File: config.mk
export PLATFORM = sky130hd
export DESIGN_NAME = usdp_top
export DESIGN_NICKNAME = d
export VERILOG_FILES = /design/src/hw/usdp_pkg.sv /design/src/hw/usdp_fifo_if.sv /design/src/hw/usdp_fifo.sv /design/src/hw/usdp_top.sv
export SDC_FILE = /design/constraint.sdc
export NUM_CORES = 1
export LEC_CHECK = 0
export ABC_AREA = 1
export BUFFER_PORTS_ARGS = -buffer_cell sky130_fd_sc_hd__buf_2
export CORE_MARGIN = 1.5
export CORE_UTILIZATION = 54
export DETAILED_ROUTE_END_ITERATION = 10
export PLACE_DENSITY = 0.74
export SLEW_MARGIN = 0
export SYNTH_ARGS = -nofsm -noshare
export SYNTH_HDL_FRONTEND = slang
export SYNTH_SLANG_ARGS = --single-unit
File: constraint.sdc
create_clock -name aclk -period 3.98 [get_ports aclk]
set_clock_uncertainty 0.2 [all_clocks]
set_input_delay 0 -clock aclk [delete_from_list [all_inputs] [get_ports aclk]]
set_output_delay 0 -clock aclk [all_outputs]
set_load 0.01 [all_outputs]
File: src/hw/usdp_pkg.sv
package usdp_pkg;
    // shadow data window: sixteen aliased word locations
    localparam logic [31:0] ALIAS_BASE = 32'h5000_1130;
    localparam logic [31:0] ALIAS_LAST = 32'h5000_116C;
    localparam logic [31:0] ALIAS_NINE = 32'h5000_1154;
    localparam logic [31:0] ALIAS_TEN = 32'h5000_1158;
    localparam int ALIAS_COUNT = 16;
    // control and status registers placed after the window
    localparam logic [31:0] REG_LINE_STATUS = 32'h5000_1170;
    localparam logic [31:0] REG_FIFO_CTRL = 32'h5000_1174;
    localparam logic [31:0] REG_MODE = 32'h5000_1178;
    localparam logic [31:0] REG_IRQ_STATUS = 32'h5000_117C;
    localparam logic [31:0] REG_IRQ_MASK = 32'h5000_1180;
    // field positions
    localparam int DATA_W = 8;
    localparam int LS_RX_AVAIL_BIT = 0;
    localparam int LS_OVERRUN_BIT = 1;
    localparam int LS_TX_EMPTY_BIT = 5;
    localparam int FIFO_CTRL_EN_BIT = 0;
    localparam int MODE_IR_BIT = 0;
    localparam int IRQ_BITS = 3;
    localparam int IRQ_RX_BIT = 0;
    localparam int IRQ_OVR_BIT = 1;
    localparam int IRQ_TX_EMPTY_BIT = 2;
    // reset values
    localparam logic FIFO_EN_RESET = 1'b0;
    localparam logic MODE_IR_RESET = 1'b0;
    localparam logic [2:0] IRQ_MASK_RESET = 3'h0;
    localparam logic [7:0] DATA_RESET = 8'h00;
    // sizes
    localparam int FIFO_DEPTH_DEFAULT = 16;
    // bus answers
    localparam logic [1:0] RESP_OKAY = 2'h0;
    localparam logic [1:0] RESP_SLVERR = 2'h2;
    // read path stages
    typedef enum logic [1:0] {RD_IDLE, RD_FETCH, RD_RESP} usdp_rd_state_t;
endpackage

File: src/hw/usdp_fifo_if.sv
`timescale 1ns/10ps
`default_nettype none
// signals between the top and one of its character stores
interface usdp_fifo_if #(
    parameter int W = 8,
    parameter int CW = 5
);
    logic push;
    logic [W-1:0] push_data;
    logic pop;
    logic flush;
    logic [W-1:0] rd_data;
    logic full;
    logic empty;
    logic [CW-1:0] count;
    modport user (output push, push_data, pop, flush,
                  input rd_data, full, empty, count);
    modport store (input push, push_data, pop, flush,
                   output rd_data, full, empty, count);
endinterface
`default_nettype wire

File: src/hw/usdp_fifo.sv
`timescale 1ns/10ps
`default_nettype none
// small character store; read data appear one cycle after pop
module usdp_fifo #(
    parameter int W = 8,
    parameter int DEPTH = 16
) (
    input wire logic aclk,         // bus clock
    input wire logic aresetn,      // synchronous reset, active low
    usdp_fifo_if.store bus         // push, pop and status
);
    localparam int AW = $clog2(DEPTH);
    localparam int CW = AW + 1;
    logic [W-1:0] mem [DEPTH];
    logic [AW-1:0] wr_ptr;
    logic [AW-1:0] rd_ptr;
    logic [CW-1:0] count;
    logic [W-1:0] rd_data;
    wire logic do_push = bus.push && !bus.full;
    wire logic do_pop = bus.pop && !bus.empty;

    ////////////////////////////////////////////////////////////////////
    // status; depth must be a power of two so the pointers wrap freely
    assign bus.full = (count == CW'(DEPTH));
    assign bus.empty = (count == '0);
    assign bus.count = count;
    assign bus.rd_data = rd_data;

    // storage array, no reset needed
    always_ff @(posedge aclk) begin
        if (do_push) begin
            mem[wr_ptr] <= bus.push_data;
        end
    end

    // pointers, occupancy and registered head data
    always_ff @(posedge aclk) begin
        if (!aresetn || bus.flush) begin
            wr_ptr <= '0;
            rd_ptr <= '0;
            count <= '0;
            rd_data <= '0;
        end else begin
            if (do_push) begin
                wr_ptr <= wr_ptr + AW'(1);
            end
            if (do_pop) begin
                rd_ptr <= rd_ptr + AW'(1);
                rd_data <= mem[rd_ptr];
            end
            count <= count + CW'(do_push) - CW'(do_pop);
        end
    end
endmodule
`default_nettype wire

File: src/hw/usdp_top.sv
// Operation
// RULE1: sixteen consecutive word locations all reach the same data port.
// RULE2: reading returns the received byte, serial or infrared input by mode.
// RULE3: read data are valid only while the byte-available flag is set.
// RULE4: without FIFOs a new byte overwrites an unread one and flags overrun.
// RULE5: with FIFOs a read returns and removes the oldest receive entry.
// RULE6: full receive FIFO keeps contents, drops new byte, flags overrun.
// RULE7: a write queues a byte for serial or infrared output by mode.
// RULE8: software writes only while the holding-empty flag is set.
// RULE9: without FIFOs a single write clears the holding-empty flag.
// RULE10: without FIFOs further writes overwrite the pending holding byte.
// RULE11: with FIFOs writes are accepted up to the configured depth.
// RULE12: a write while the transmit FIFO is full is discarded.
// RULE13: bits above the byte read as zero and ignore writes.
//
// Local design decision: the AXI4-Lite register port.
`timescale 1ns/10ps
`default_nettype none
module usdp_top #(
    parameter int FIFO_DEPTH = usdp_pkg::FIFO_DEPTH_DEFAULT
) (
    input wire logic aclk,              // bus clock, 125 MHz
    input wire logic aresetn,           // synchronous reset, active low
    input wire logic [31:0] awaddr,     // write address
    input wire logic [2:0] awprot,      // unused protection
    input wire logic awvalid,           // write address valid
    output logic awready,               // write address ready
    input wire logic [31:0] wdata,      // write data
    input wire logic [3:0] wstrb,       // byte lanes
    input wire logic wvalid,            // write data valid
    output logic wready,                // write data ready
    output logic [1:0] bresp,           // write answer
    output logic bvalid,                // write answer valid
    input wire logic bready,            // write answer ready
    input wire logic [31:0] araddr,     // read address
    input wire logic [2:0] arprot,      // unused protection
    input wire logic arvalid,           // read address valid
    output logic arready,               // read address ready
    output logic [31:0] rdata,          // read data
    output logic [1:0] rresp,           // read answer
    output logic rvalid,                // read answer valid
    input wire logic rready,            // read answer ready
    input wire logic rx_ser_valid,      // byte done on serial input
    input wire logic [7:0] rx_ser_char, // serial input byte
    input wire logic rx_ir_valid,       // byte done on infrared input
    input wire logic [7:0] rx_ir_char,  // infrared input byte
    output logic [7:0] tx_char,         // byte offered to the transmitter
    output logic tx_ser_valid,          // byte for serial output
    output logic tx_ir_valid,           // byte for infrared encoder
    input wire logic tx_char_ready,     // transmitter takes the byte
    output logic irq                    // level interrupt
);
    localparam int CW = $clog2(FIFO_DEPTH) + 1;

    usdp_fifo_if #(.W(usdp_pkg::DATA_W), .CW(CW)) rx_if();
    usdp_fifo_if #(.W(usdp_pkg::DATA_W), .CW(CW)) tx_if();

    logic [31:0] aw_addr;
    logic [7:0] w_data;
    logic w_lane0;
    logic fifo_en;
    logic mode_ir;
    logic overrun;
    logic [2:0] irq_status;
    logic [2:0] irq_mask;
    logic [7:0] rx_hold;
    logic rx_hold_valid;
    logic [7:0] tx_hold;
    logic tx_hold_valid;
    logic tx_pop_pend;
    logic tx_empty_q;
    logic rd_from_fifo;
    logic [31:0] rd_value;
    logic [1:0] rd_resp;
    usdp_pkg::usdp_rd_state_t rd_state;

    // shadow window decode, shared by read and write paths
    function automatic logic is_alias(input logic [31:0] a);
        return (a >= usdp_pkg::ALIAS_BASE) && (a <= usdp_pkg::ALIAS_LAST)
            && (a[1:0] == 2'h0);
    endfunction

    function automatic logic is_mapped(input logic [31:0] a);
        return is_alias(a) || (a == usdp_pkg::REG_LINE_STATUS)
            || (a == usdp_pkg::REG_FIFO_CTRL) || (a == usdp_pkg::REG_MODE)
            || (a == usdp_pkg::REG_IRQ_STATUS)
            || (a == usdp_pkg::REG_IRQ_MASK);
    endfunction

    ////////////////////////////////////////////////////////////////////
    // bus strobes
    wire logic rd_fire = arvalid && arready;
    wire logic wr_fire = !awready && !wready && !bvalid;
    wire logic rd_alias = is_alias(araddr);                  // RULE1
    wire logic wr_alias = is_alias(aw_addr);                 // RULE1
    wire logic rd_lsr = rd_fire && (araddr == usdp_pkg::REG_LINE_STATUS);
    wire logic rd_irq = rd_fire && (araddr == usdp_pkg::REG_IRQ_STATUS);
    wire logic wr_tx = wr_fire && wr_alias && w_lane0;
    wire logic wr_fcr = wr_fire && w_lane0
        && (aw_addr == usdp_pkg::REG_FIFO_CTRL);
    wire logic wr_mode = wr_fire && w_lane0
        && (aw_addr == usdp_pkg::REG_MODE);
    wire logic wr_mask = wr_fire && w_lane0
        && (aw_addr == usdp_pkg::REG_IRQ_MASK);
    wire logic new_fifo_en = w_data[usdp_pkg::FIFO_CTRL_EN_BIT];
    // switching FIFO enable empties both paths so no byte straddles the modes
    wire logic flush = wr_fcr && (new_fifo_en != fifo_en);

    // receive side selection and events
    wire logic rx_in_valid = mode_ir ? rx_ir_valid : rx_ser_valid;
    wire logic [7:0] rx_in_char = mode_ir ? rx_ir_char : rx_ser_char;
    wire logic rd_alias_pop = rd_fire && rd_alias && fifo_en
        && !rx_if.empty;                                     // RULE5
    wire logic rd_alias_hold = rd_fire && rd_alias && !fifo_en;
    wire logic rx_push = rx_in_valid && fifo_en && !rx_if.full;
    wire logic rx_ovr = rx_in_valid && (fifo_en ? rx_if.full
        : (rx_hold_valid && !rd_alias_hold));                // RULE4 RULE6
    wire logic rx_byte_available = fifo_en ? !rx_if.empty
        : rx_hold_valid;                                     // RULE3

    // transmit side
    wire logic tx_holding_empty = fifo_en ? tx_if.empty : !tx_hold_valid;
    wire logic slot_full = tx_ser_valid || tx_ir_valid;
    wire logic slot_taken = slot_full && tx_char_ready;
    wire logic load_ok = !slot_full && !tx_pop_pend;
    wire logic tx_pop = load_ok && fifo_en && !tx_if.empty;
    wire logic tx_hold_load = load_ok && !fifo_en && tx_hold_valid;
    wire logic tx_push = wr_tx && fifo_en;                   // RULE11 RULE12

    // status word and interrupt events
    wire logic [31:0] line_status_reg =
        (32'(rx_byte_available) << usdp_pkg::LS_RX_AVAIL_BIT)
        | (32'(overrun) << usdp_pkg::LS_OVERRUN_BIT)
        | (32'(tx_holding_empty) << usdp_pkg::LS_TX_EMPTY_BIT);
    wire logic [2:0] irq_events =
        (3'(rx_push || (rx_in_valid && !fifo_en)) << usdp_pkg::IRQ_RX_BIT)
        | (3'(rx_ovr) << usdp_pkg::IRQ_OVR_BIT)
        | (3'(tx_holding_empty && !tx_empty_q)
        << usdp_pkg::IRQ_TX_EMPTY_BIT);
    // a read clears, an event in the same cycle survives it
    wire logic [2:0] next_irq_status =
        (irq_status & ~(rd_irq ? 3'h7 : 3'h0)) | irq_events;
    wire logic next_overrun = (overrun && !rd_lsr) || rx_ovr;

    // store connections; the store itself drops pushes when full
    assign rx_if.push = rx_push;
    assign rx_if.push_data = rx_in_char;
    assign rx_if.pop = rd_alias_pop;
    assign rx_if.flush = flush;
    assign tx_if.push = tx_push;
    assign tx_if.push_data = w_data;
    assign tx_if.pop = tx_pop;
    assign tx_if.flush = flush;

    usdp_fifo #(.W(usdp_pkg::DATA_W), .DEPTH(FIFO_DEPTH)) rx_fifo (
        .aclk(aclk),
        .aresetn(aresetn),
        .bus(rx_if)
    );

    usdp_fifo #(.W(usdp_pkg::DATA_W), .DEPTH(FIFO_DEPTH)) tx_fifo (
        .aclk(aclk),
        .aresetn(aresetn),
        .bus(tx_if)
    );

    // read value chosen at address acceptance
    logic [31:0] read_word;
    always_comb begin
        read_word = 32'h0;
        if (rd_alias) begin
            read_word = (!fifo_en && rx_hold_valid) ? {24'h0, rx_hold}
                : 32'h0;                                     // RULE2 RULE13
        end else if (araddr == usdp_pkg::REG_LINE_STATUS) begin
            read_word = line_status_reg;
        end else if (araddr == usdp_pkg::REG_FIFO_CTRL) begin
            read_word = 32'(fifo_en) << usdp_pkg::FIFO_CTRL_EN_BIT;
        end else if (araddr == usdp_pkg::REG_MODE) begin
            read_word = 32'(mode_ir) << usdp_pkg::MODE_IR_BIT;
        end else if (araddr == usdp_pkg::REG_IRQ_STATUS) begin
            read_word = {29'h0, irq_status};
        end else if (araddr == usdp_pkg::REG_IRQ_MASK) begin
            read_word = {29'h0, irq_mask};
        end
    end

    ////////////////////////////////////////////////////////////////////
    // write channels; address and data taken in either order
    always_ff @(posedge aclk) begin
        if (!aresetn) begin
            awready <= 1'b1;
            wready <= 1'b1;
            bvalid <= 1'b0;
            bresp <= usdp_pkg::RESP_OKAY;
            aw_addr <= 32'h0;
            w_data <= usdp_pkg::DATA_RESET;
            w_lane0 <= 1'b0;
        end else begin
            if (awvalid && awready) begin
                awready <= 1'b0;
                aw_addr <= awaddr;
            end
            if (wvalid && wready) begin
                wready <= 1'b0;
                w_data <= wdata[7:0];                        // RULE13
                w_lane0 <= wstrb[0];
            end
            if (wr_fire) begin
                bvalid <= 1'b1;
                bresp <= is_mapped(aw_addr) ? usdp_pkg::RESP_OKAY
                    : usdp_pkg::RESP_SLVERR;
            end else if (bvalid && bready) begin
                bvalid <= 1'b0;
                awready <= 1'b1;
                wready <= 1'b1;
            end
        end
    end

    // read channels: accept, fetch, answer
    always_ff @(posedge aclk) begin
        if (!aresetn) begin
            arready <= 1'b1;
            rvalid <= 1'b0;
            rdata <= 32'h0;
            rresp <= usdp_pkg::RESP_OKAY;
            rd_state <= usdp_pkg::RD_IDLE;
            rd_from_fifo <= 1'b0;
            rd_value <= 32'h0;
            rd_resp <= usdp_pkg::RESP_OKAY;
        end else begin
            case (rd_state)
                usdp_pkg::RD_IDLE: begin
                    if (rd_fire) begin
                        arready <= 1'b0;
                        rd_from_fifo <= rd_alias_pop;
                        rd_value <= read_word;
                        rd_resp <= is_mapped(araddr) ? usdp_pkg::RESP_OKAY
                            : usdp_pkg::RESP_SLVERR;
                        rd_state <= usdp_pkg::RD_FETCH;
                    end
                end
                usdp_pkg::RD_FETCH: begin
                    // popped head is only valid one cycle after the pop
                    rdata <= rd_from_fifo ? {24'h0, rx_if.rd_data}
                        : rd_value;                          // RULE5
                    rresp <= rd_resp;
                    rvalid <= 1'b1;
                    rd_state <= usdp_pkg::RD_RESP;
                end
                default: begin
                    if (rready) begin
                        rvalid <= 1'b0;
                        arready <= 1'b1;
                        rd_state <= usdp_pkg::RD_IDLE;
                    end
                end
            endcase
        end
    end

    // control registers, flags and interrupt
    always_ff @(posedge aclk) begin
        if (!aresetn) begin
            fifo_en <= usdp_pkg::FIFO_EN_RESET;
            mode_ir <= usdp_pkg::MODE_IR_RESET;
            irq_mask <= usdp_pkg::IRQ_MASK_RESET;
            irq_status <= 3'h0;
            overrun <= 1'b0;
            tx_empty_q <= 1'b1;
            irq <= 1'b0;
        end else begin
            if (wr_fcr) begin
                fifo_en <= new_fifo_en;
            end
            if (wr_mode) begin
                mode_ir <= w_data[usdp_pkg::MODE_IR_BIT];
            end
            if (wr_mask) begin
                irq_mask <= w_data[2:0];
            end
            irq_status <= next_irq_status;
            overrun <= next_overrun;                         // RULE4 RULE6
            tx_empty_q <= tx_holding_empty;
            irq <= |(next_irq_status & irq_mask);
        end
    end

    // single receive holding byte for the no-FIFO mode
    always_ff @(posedge aclk) begin
        if (!aresetn || flush) begin
            rx_hold <= usdp_pkg::DATA_RESET;
            rx_hold_valid <= 1'b0;
        end else if (rx_in_valid && !fifo_en) begin
            rx_hold <= rx_in_char;                           // RULE2 RULE4
            rx_hold_valid <= 1'b1;
        end else if (rd_alias_hold) begin
            rx_hold_valid <= 1'b0;
        end
    end

    // transmit holding byte; a late write simply replaces it
    always_ff @(posedge aclk) begin
        if (!aresetn || flush) begin
            tx_hold <= usdp_pkg::DATA_RESET;
            tx_hold_valid <= 1'b0;
        end else if (wr_tx && !fifo_en) begin
            tx_hold <= w_data;                               // RULE10
            tx_hold_valid <= 1'b1;                           // RULE9
        end else if (tx_hold_load) begin
            tx_hold_valid <= 1'b0;
        end
    end

    // output slot toward the transmitter, routed by the mode at load
    always_ff @(posedge aclk) begin
        if (!aresetn) begin
            tx_char <= usdp_pkg::DATA_RESET;
            tx_ser_valid <= 1'b0;
            tx_ir_valid <= 1'b0;
            tx_pop_pend <= 1'b0;
        end else begin
            tx_pop_pend <= tx_pop;
            if (tx_pop_pend || tx_hold_load) begin
                tx_char <= tx_pop_pend ? tx_if.rd_data : tx_hold;
                tx_ser_valid <= !mode_ir;                    // RULE7
                tx_ir_valid <= mode_ir;                      // RULE7
            end else if (slot_taken) begin
                tx_ser_valid <= 1'b0;
                tx_ir_valid <= 1'b0;
            end
        end
    end
endmodule
`default_nettype wire

== Word level (Yosys, flattened, before mapping) ==
Memories as Yosys holds them, arrays and structs flattened. A register that Yosys moved wholly into a read port is not among the register bits.
Cells that the tools add are included.

* Bits in registers: 185
* Bits in writable memories: 256
* Input bits: 132
* Output and inout port bits: 52
* Word-level logic and storage cells: 210
* Memories kept: 2

{| class="wikitable"
|+ Memories
! name !! words !! width !! read ports !! clocked after memory_dff !! write ports !! RTL line !! RTL
|-
| rx_fifo.mem || 16 || 8 || 1 || 1 || 1 || usdp_fifo.sv:14 || <nowiki>logic [W-1:0] mem [DEPTH];</nowiki>
|-
| tx_fifo.mem || 16 || 8 || 1 || 1 || 1 || usdp_fifo.sv:14 ||
|}

* $add $sub $neg: 8
* Order comparisons: 4
* Eq/ne operators: 15
* Mux-type cells: 44
* Bitwise logic cells: 10
* Reductions and logical operators: 91

{| class="wikitable"
|+ Operator list
! cell !! number
|-
| equality test 32 x 31 -> 1 bit (second input constant) || 10
|-
| >= comparator 32 x 31 -> 1 bit (second input constant) || 2
|-
| <= comparator 32 x 31 -> 1 bit (second input constant) || 2
|-
| logical AND 1 bit || 43
|-
| 2-to-1 mux 32 bit || 1
|-
| 2-to-1 mux 8 bit || 4
|-
| 2-to-1 mux 1 bit || 26
|-
| adder 4 x 1 -> 4 bit (second input constant) || 4
|-
| logical NOT 1 bit || 16
|-
| logical OR 1 bit || 15
|-
| 2-to-1 mux 3 bit || 5
|-
| nonzero test 2 bit || 6
|-
| adder 5 x 1 -> 5 bit || 2
|-
| equality test 5 bit (second input constant) || 2
|-
| logical NOT 5 bit || 2
|-
| subtractor 5 x 1 -> 5 bit || 2
|-
| 2-to-1 mux 2 bit || 4
|-
| AND 3 bit || 2
|-
| logical NOT 2 bit || 3
|-
| 2-to-1 mux 6 bit || 1
|-
| bitwise OR 2 x 6 -> 6 bit || 1
|-
| AND reduction 2 bit || 3
|-
| bitwise OR 1 x 2 -> 2 bit || 2
|-
| one-hot mux 1 bit (2 select lines) || 2
|-
| other kinds (11) || 12
|}

== Logic depth before layout (Yosys ltp) ==
* Depth after elaboration: 14
* Mapped depth: 21
* Gate-level depth less buffers: 20

== Hierarchy ==
A second synthesis with hierarchy kept.

* Cells, all modules: 2048
* Area total of the unflattened synthesis: 18123.6 um^2

{| class="wikitable"
|+ By module, submodules not included
! module !! times used !! cells an instance !! area each (um^2) !! seq. area each (um^2)
|-
| usdp_fifo || 2 || 659 || 6533.8 || 4264.1
|-
| usdp_top || 1 || 730 || 5056.1 || 2162.1
|}

== Least setup slack after synthesis ==
OpenSTA, ideal clock, no wires.

* Path kind: register to register
* From: register tx_pop_pend
* To: register tx_fifo.count[4] (netlist: tx_fifo.bus.count[4])
* Setup time: 0.070 ns
* Arrival: 2.530 ns
* Required time: 3.710 ns
* Setup slack: 1.180 ns
* Cell stages (with the launch flop): 16
* Buffers on the path: 2
* Clock period less this slack: 2.800 ns
* Path through: dfxtp_1 > buf_2 > clkinv_1 > nand2_1 > inv_1 > nand2_1 > inv_1 > buf_2 > ha_1 > inv_1 > ha_1 > fa_1 > nand2_1 > a21oi_1 > or3_1 > a21oi_1

* Cells in the longest elaborated chain, start to end: 6

{| class="wikitable"
|+ RTL lines
! element !! RTL line !! RTL
|-
| from (decl) || usdp_top.sv:70 || <nowiki>logic tx_pop_pend;</nowiki>
|-
| from (signal assigned) || usdp_top.sv:323 || <nowiki>tx_pop_pend <= tx_pop;</nowiki>
|-
| logical NOT 1 bit || usdp_top.sv:125 || <nowiki>wire logic load_ok = !slot_full && !tx_pop_pend;</nowiki>
|-
| logical AND 1 bit || usdp_top.sv:125 ||
|-
| logical AND 1 bit (2 in series) || usdp_top.sv:126 || <nowiki>wire logic tx_pop = load_ok && fifo_en && !tx_if.empty;</nowiki>
|-
| named net tx_fifo.bus.pop || usdp_fifo_if.sv:18 || <nowiki>modport store (input push, push_data, pop, flush,</nowiki>
|-
| logical AND 1 bit || usdp_fifo.sv:20 || <nowiki>wire logic do_pop = bus.pop && !bus.empty;</nowiki>
|-
| subtractor 5 x 1 -> 5 bit || usdp_fifo.sv:51 || <nowiki>count <= count + CW'(do_push) - CW'(do_pop);</nowiki>
|-
| to (signal assigned) || usdp_fifo.sv:51 ||
|-
| to (decl) || usdp_fifo.sv:17 || <nowiki>logic [CW-1:0] count;</nowiki>
|}

The timed path passes the listed nets, and every way through them passes these cells.
A chain may end at the register's enable or synchronous reset.

== Final worst setup path ==
* From: input araddr[7]
* To: register rx_fifo.count[4] (netlist: rx_fifo.bus.count[4])

* Cells in the longest elaborated chain, start to end: 8
* Elaborated cells on any way between the ends: 9
* Those cells by class: add/sub (1); order compare (2); reduce/logical (6)

{| class="wikitable"
|+ RTL lines
! element !! RTL line !! RTL
|-
| from (decl) || usdp_top.sv:35 || <nowiki>input wire logic [31:0] araddr,</nowiki>
|-
| >= comparator 32 x 31 -> 1 bit or <= comparator 32 x 31 -> 1 bit (tied branches) || usdp_top.sv:79 || <nowiki>return (a >= usdp_pkg::ALIAS_BASE) && (a <= usdp_pkg::ALIAS_LAST)</nowiki>
|-
| logical AND 1 bit (*) || usdp_top.sv:79 ||
|-
| logical AND 1 bit (*) || usdp_top.sv:80 || <nowiki>&& (a[1:0] == 2'h0);</nowiki>
|-
| logical AND 1 bit (*) (2 in series) || usdp_top.sv:112 || <nowiki>wire logic rd_alias_pop = rd_fire && rd_alias && fifo_en</nowiki>
|-
| logical AND 1 bit (*) || usdp_top.sv:113 || <nowiki>&& !rx_if.empty;</nowiki>
|-
| logical AND 1 bit (*) || usdp_fifo.sv:20 ||
|-
| subtractor 5 x 1 -> 5 bit (*) || usdp_fifo.sv:51 ||
|-
| to (signal assigned) || usdp_fifo.sv:51 ||
|-
| to (decl) || usdp_fifo.sv:17 ||
|}

Every way passes the cells marked *; elsewhere a longest branch is shown, timed or not.

==> results.toml <==
[synthesis]
yosys_warnings = 0
ys_seq_area_frac = 0.622
synth_top_family_by_area = "simple AND/OR/NAND/NOR gates"
synth_simple_gate_area_share = 0.164
synth-compound-area-share = 0.134
synth_xor_area_frac = 0.00153
synth_common_cells = "325 x nor2_1, 256 x edfxtp_1, 236 x nand2_1"
synth_flop_cell = "edfxtp_1"
synthArstFlopShare = 0
synth_top_area_share = 0.447
synthTopCellsByArea = "edfxtp_1 45%, dfxtp_1 17%, nor2_1 7.1%, nand2_1 5.2%, o21ai_0 5.1%"
yosysMostFrequentCell = "nor2_1"
synth_cells = 1739
synth_mux_area_frac = 0
synth-edff-count = 256
syn_avg_cell_area_um2 = 9.89
synth-seq-cells = 406
synth_cell_types = 46
syn_area_mm2 = 0.0172
synth_adder_area_share = 0.0183
synth_top_area_cell = "edfxtp_1"

[die]
coreArea_mm2 = 0.0315
rows = 65
start_util = 0.546
die_w_um = 181
die_area_mm2 = 0.0329
die_h_um = 181
pin_count = 184

[final_layout]
drive_above_1_share = 0.129
final_cells = 2377
area_delta_synth_final_pct = 19.2
nNetsFinal = 2097

[route]
antenna_left = 0
wire_per_inst_um = 17.0
routed_wl_um = 40400
drt_iter0_markers = 1095
drc = 0
via_per_inst = 5.53
first_pass_iters = 6
routed-via-count = 13146

[worst_hold_path]
hold_path.class = "in -> reg"

[sta]
finalCritPeriodShare = 0.908
hold_viol_final = 0
fin_hold_ws_ps = 52.6
slew_violations = 0
fin_crit_ps = 3610
tightest_slew_ps = 1000
maxSlewHeadroom = 0.329
finalSetupViolations = 0
rsz0062_at_grt = "false"
final.setup.tns_ps = 0
finalWorstSetupSlack_ps = 368
fmax_ghz = 0.277

[clocking]
htreeDepth = 2
cts_tree = "built"
cts.sink_count = 406
clkTransAtPathRegs_ps = 60
clk_latency_ps = 540
clk_path_buf_depth = 3
root_buffer = "clkbuf_16"
cts_made_buffers = 42
post-cts-setup-buffers = 0
cts_resized = 0
ctsHoldBuffers = 101

[job]
cap_violations = 0

[power_and_ir_drop]
p_leak_nw = 7.77
ir_worst_vdd_mv = 0.351
total_power_mw = 9.28
powerDensity_mw_per_mm2 = 453

[critical_path]
cp-end-kind = "register"
critPathTopFamily = "buffers and inverters"
path_cells = "dlygate4sd3_1 -> buf_2 -> inv_1 -> nand2_1 -> nor2_1 -> nor2_1 -> nand2_1 -> nand2_1 -> dlygate4sd3_1 -> nand4_1 -> nor2_2 -> buf_4 -> ha_1 -> inv_1 -> ha_1 -> inv_1 -> fa_1 -> inv_1 -> a21oi_1 -> nor2_1 -> nor2_1 -> xor2_1 -> inv_1 -> nor2_1"
cp_slowest_stage_delay_ps = 560
crit_path_start_kind = "input pin"
worst-path-max-fanout = 23
slowest_stage = "dlygate4sd3_1"
cp.required_ps = 4180
path_class = "in -> reg"
cp_num_buf_inv = 9
crit_arrival_ps = 3810

[grt]
grt_max_degree = 71
top_usage_layer = "met2"
grt_pass1_wl_um = 64800
antenna_found_initial = 1
use_met1 = 0.316
grtUsageTotal = 0.246
met3_usage = 0.0285
grt_pass1_vias = 12810
grt_overflow = 0
use_met2 = 0.427

[run_status]
status = "complete, no violations"

[placement]
dp_cells = 2198
preCtsSetupSlack_ps = 495
gp_congestion = 0.910
port_buffers = 124
hpwl_um = 24200
[logic make-up (layout without fill, tap and decap cells)]
kind of cell / after synthesis / in the layout
adders and majority gates: 24 / 24
and+or+nand+nor: 681 / 681
DFF: 406 / 406
other: 1 / 27
AOI/OAI and AO/OA: 387 / 387
xor gates and xnor gates: 3 / 3
buffers and inverters: 237 / 447
[cell usage in the layout, fill, tap and decap left out, drive strengths merged, types with 23 or more instances in the layout]
cell type	instances
buf	142
nand3	68
nand2	237
conb	26
dfxtp	150
nor2	334
clkinv	23
inv	122
dlygate4sd3	101
clkbuf	48
o21ai	191
o32ai	30
a21oi	94
edfxtp	256
[report_power, final]
| part | switching [mW] | internal, mW |
|---|---|---|
| clock network | 1.58 | 2.56 |
| logic | 0.297 | 0.206 |
| registers | 0.0787 | 4.56 |
[worst min-delay path, stage by stage]
cell and delay [ps]:
buf_2 100, or2_2 110, nor3_1 50, inv_1 60
nor2_1 40, nand3_1 60, inv_1 60, nand3_1 90
nand3_1 80, nand2_1 60, inv_1 30
[final cells by class]
class	count	area, µm²
tap	402	503
fill	2322	11000
sequential	406	10700
multi-input combinational	1121	5570
inverter	127	477
antenna	1	2.50
clock buffer	48	1120
clock inverter	29	363
timing repair buffer	243	1770
[registers in the layout, indices dropped and copies added, names as in the netlist, 4 cells and up]
| register | count |
|---|---|
| tx_fifo.bus.rd_data | 8 |
| tx_if.push_data | 8 |
| tx_fifo.wr_ptr | 4 |
| rd_value | 8 |
| rx_fifo.wr_ptr | 4 |
| rx_fifo.rd_ptr | 4 |
| rx_hold | 8 |
| rdata | 8 |
| aw_addr | 32 |
| tx_char | 8 |
| rx_fifo.bus.count | 5 |
| tx_fifo.bus.count | 5 |
| rx_fifo.mem | 128 |
| rx_fifo.bus.rd_data | 8 |
| tx_fifo.rd_ptr | 4 |
| tx_hold | 8 |
| tx_fifo.mem | 128 |
[path summary, 6_finish.rpt]
kind	end	startpoint	cells after the start	slack, ps
max	rx_fifo.bus.count[4]	araddr[7]	24	370
min reg2reg	arready	arready	2	270
min	rd_value[2]	araddr[4]	11	50
max reg2reg	tx_fifo.bus.count[4]	tx_pop_pend	13	410
[metrics by stage]
step | instance area [µm²] | utilization
after floorplan | 17300 | -
final | 20500 | 0.651
after CTS | 20500 | 0.651
after global placement | 18000 | 0.572
after detailed placement | 18000 | 0.572
after global routing | 20500 | 0.651
[layer usage]
metal  part of all wire  wire length [µm]
met5                  0                 0
met1               0.42             17000
met3              0.053              2160
met2               0.49             19900
met4              0.033              1320
(Power assumes the default switching activity.)
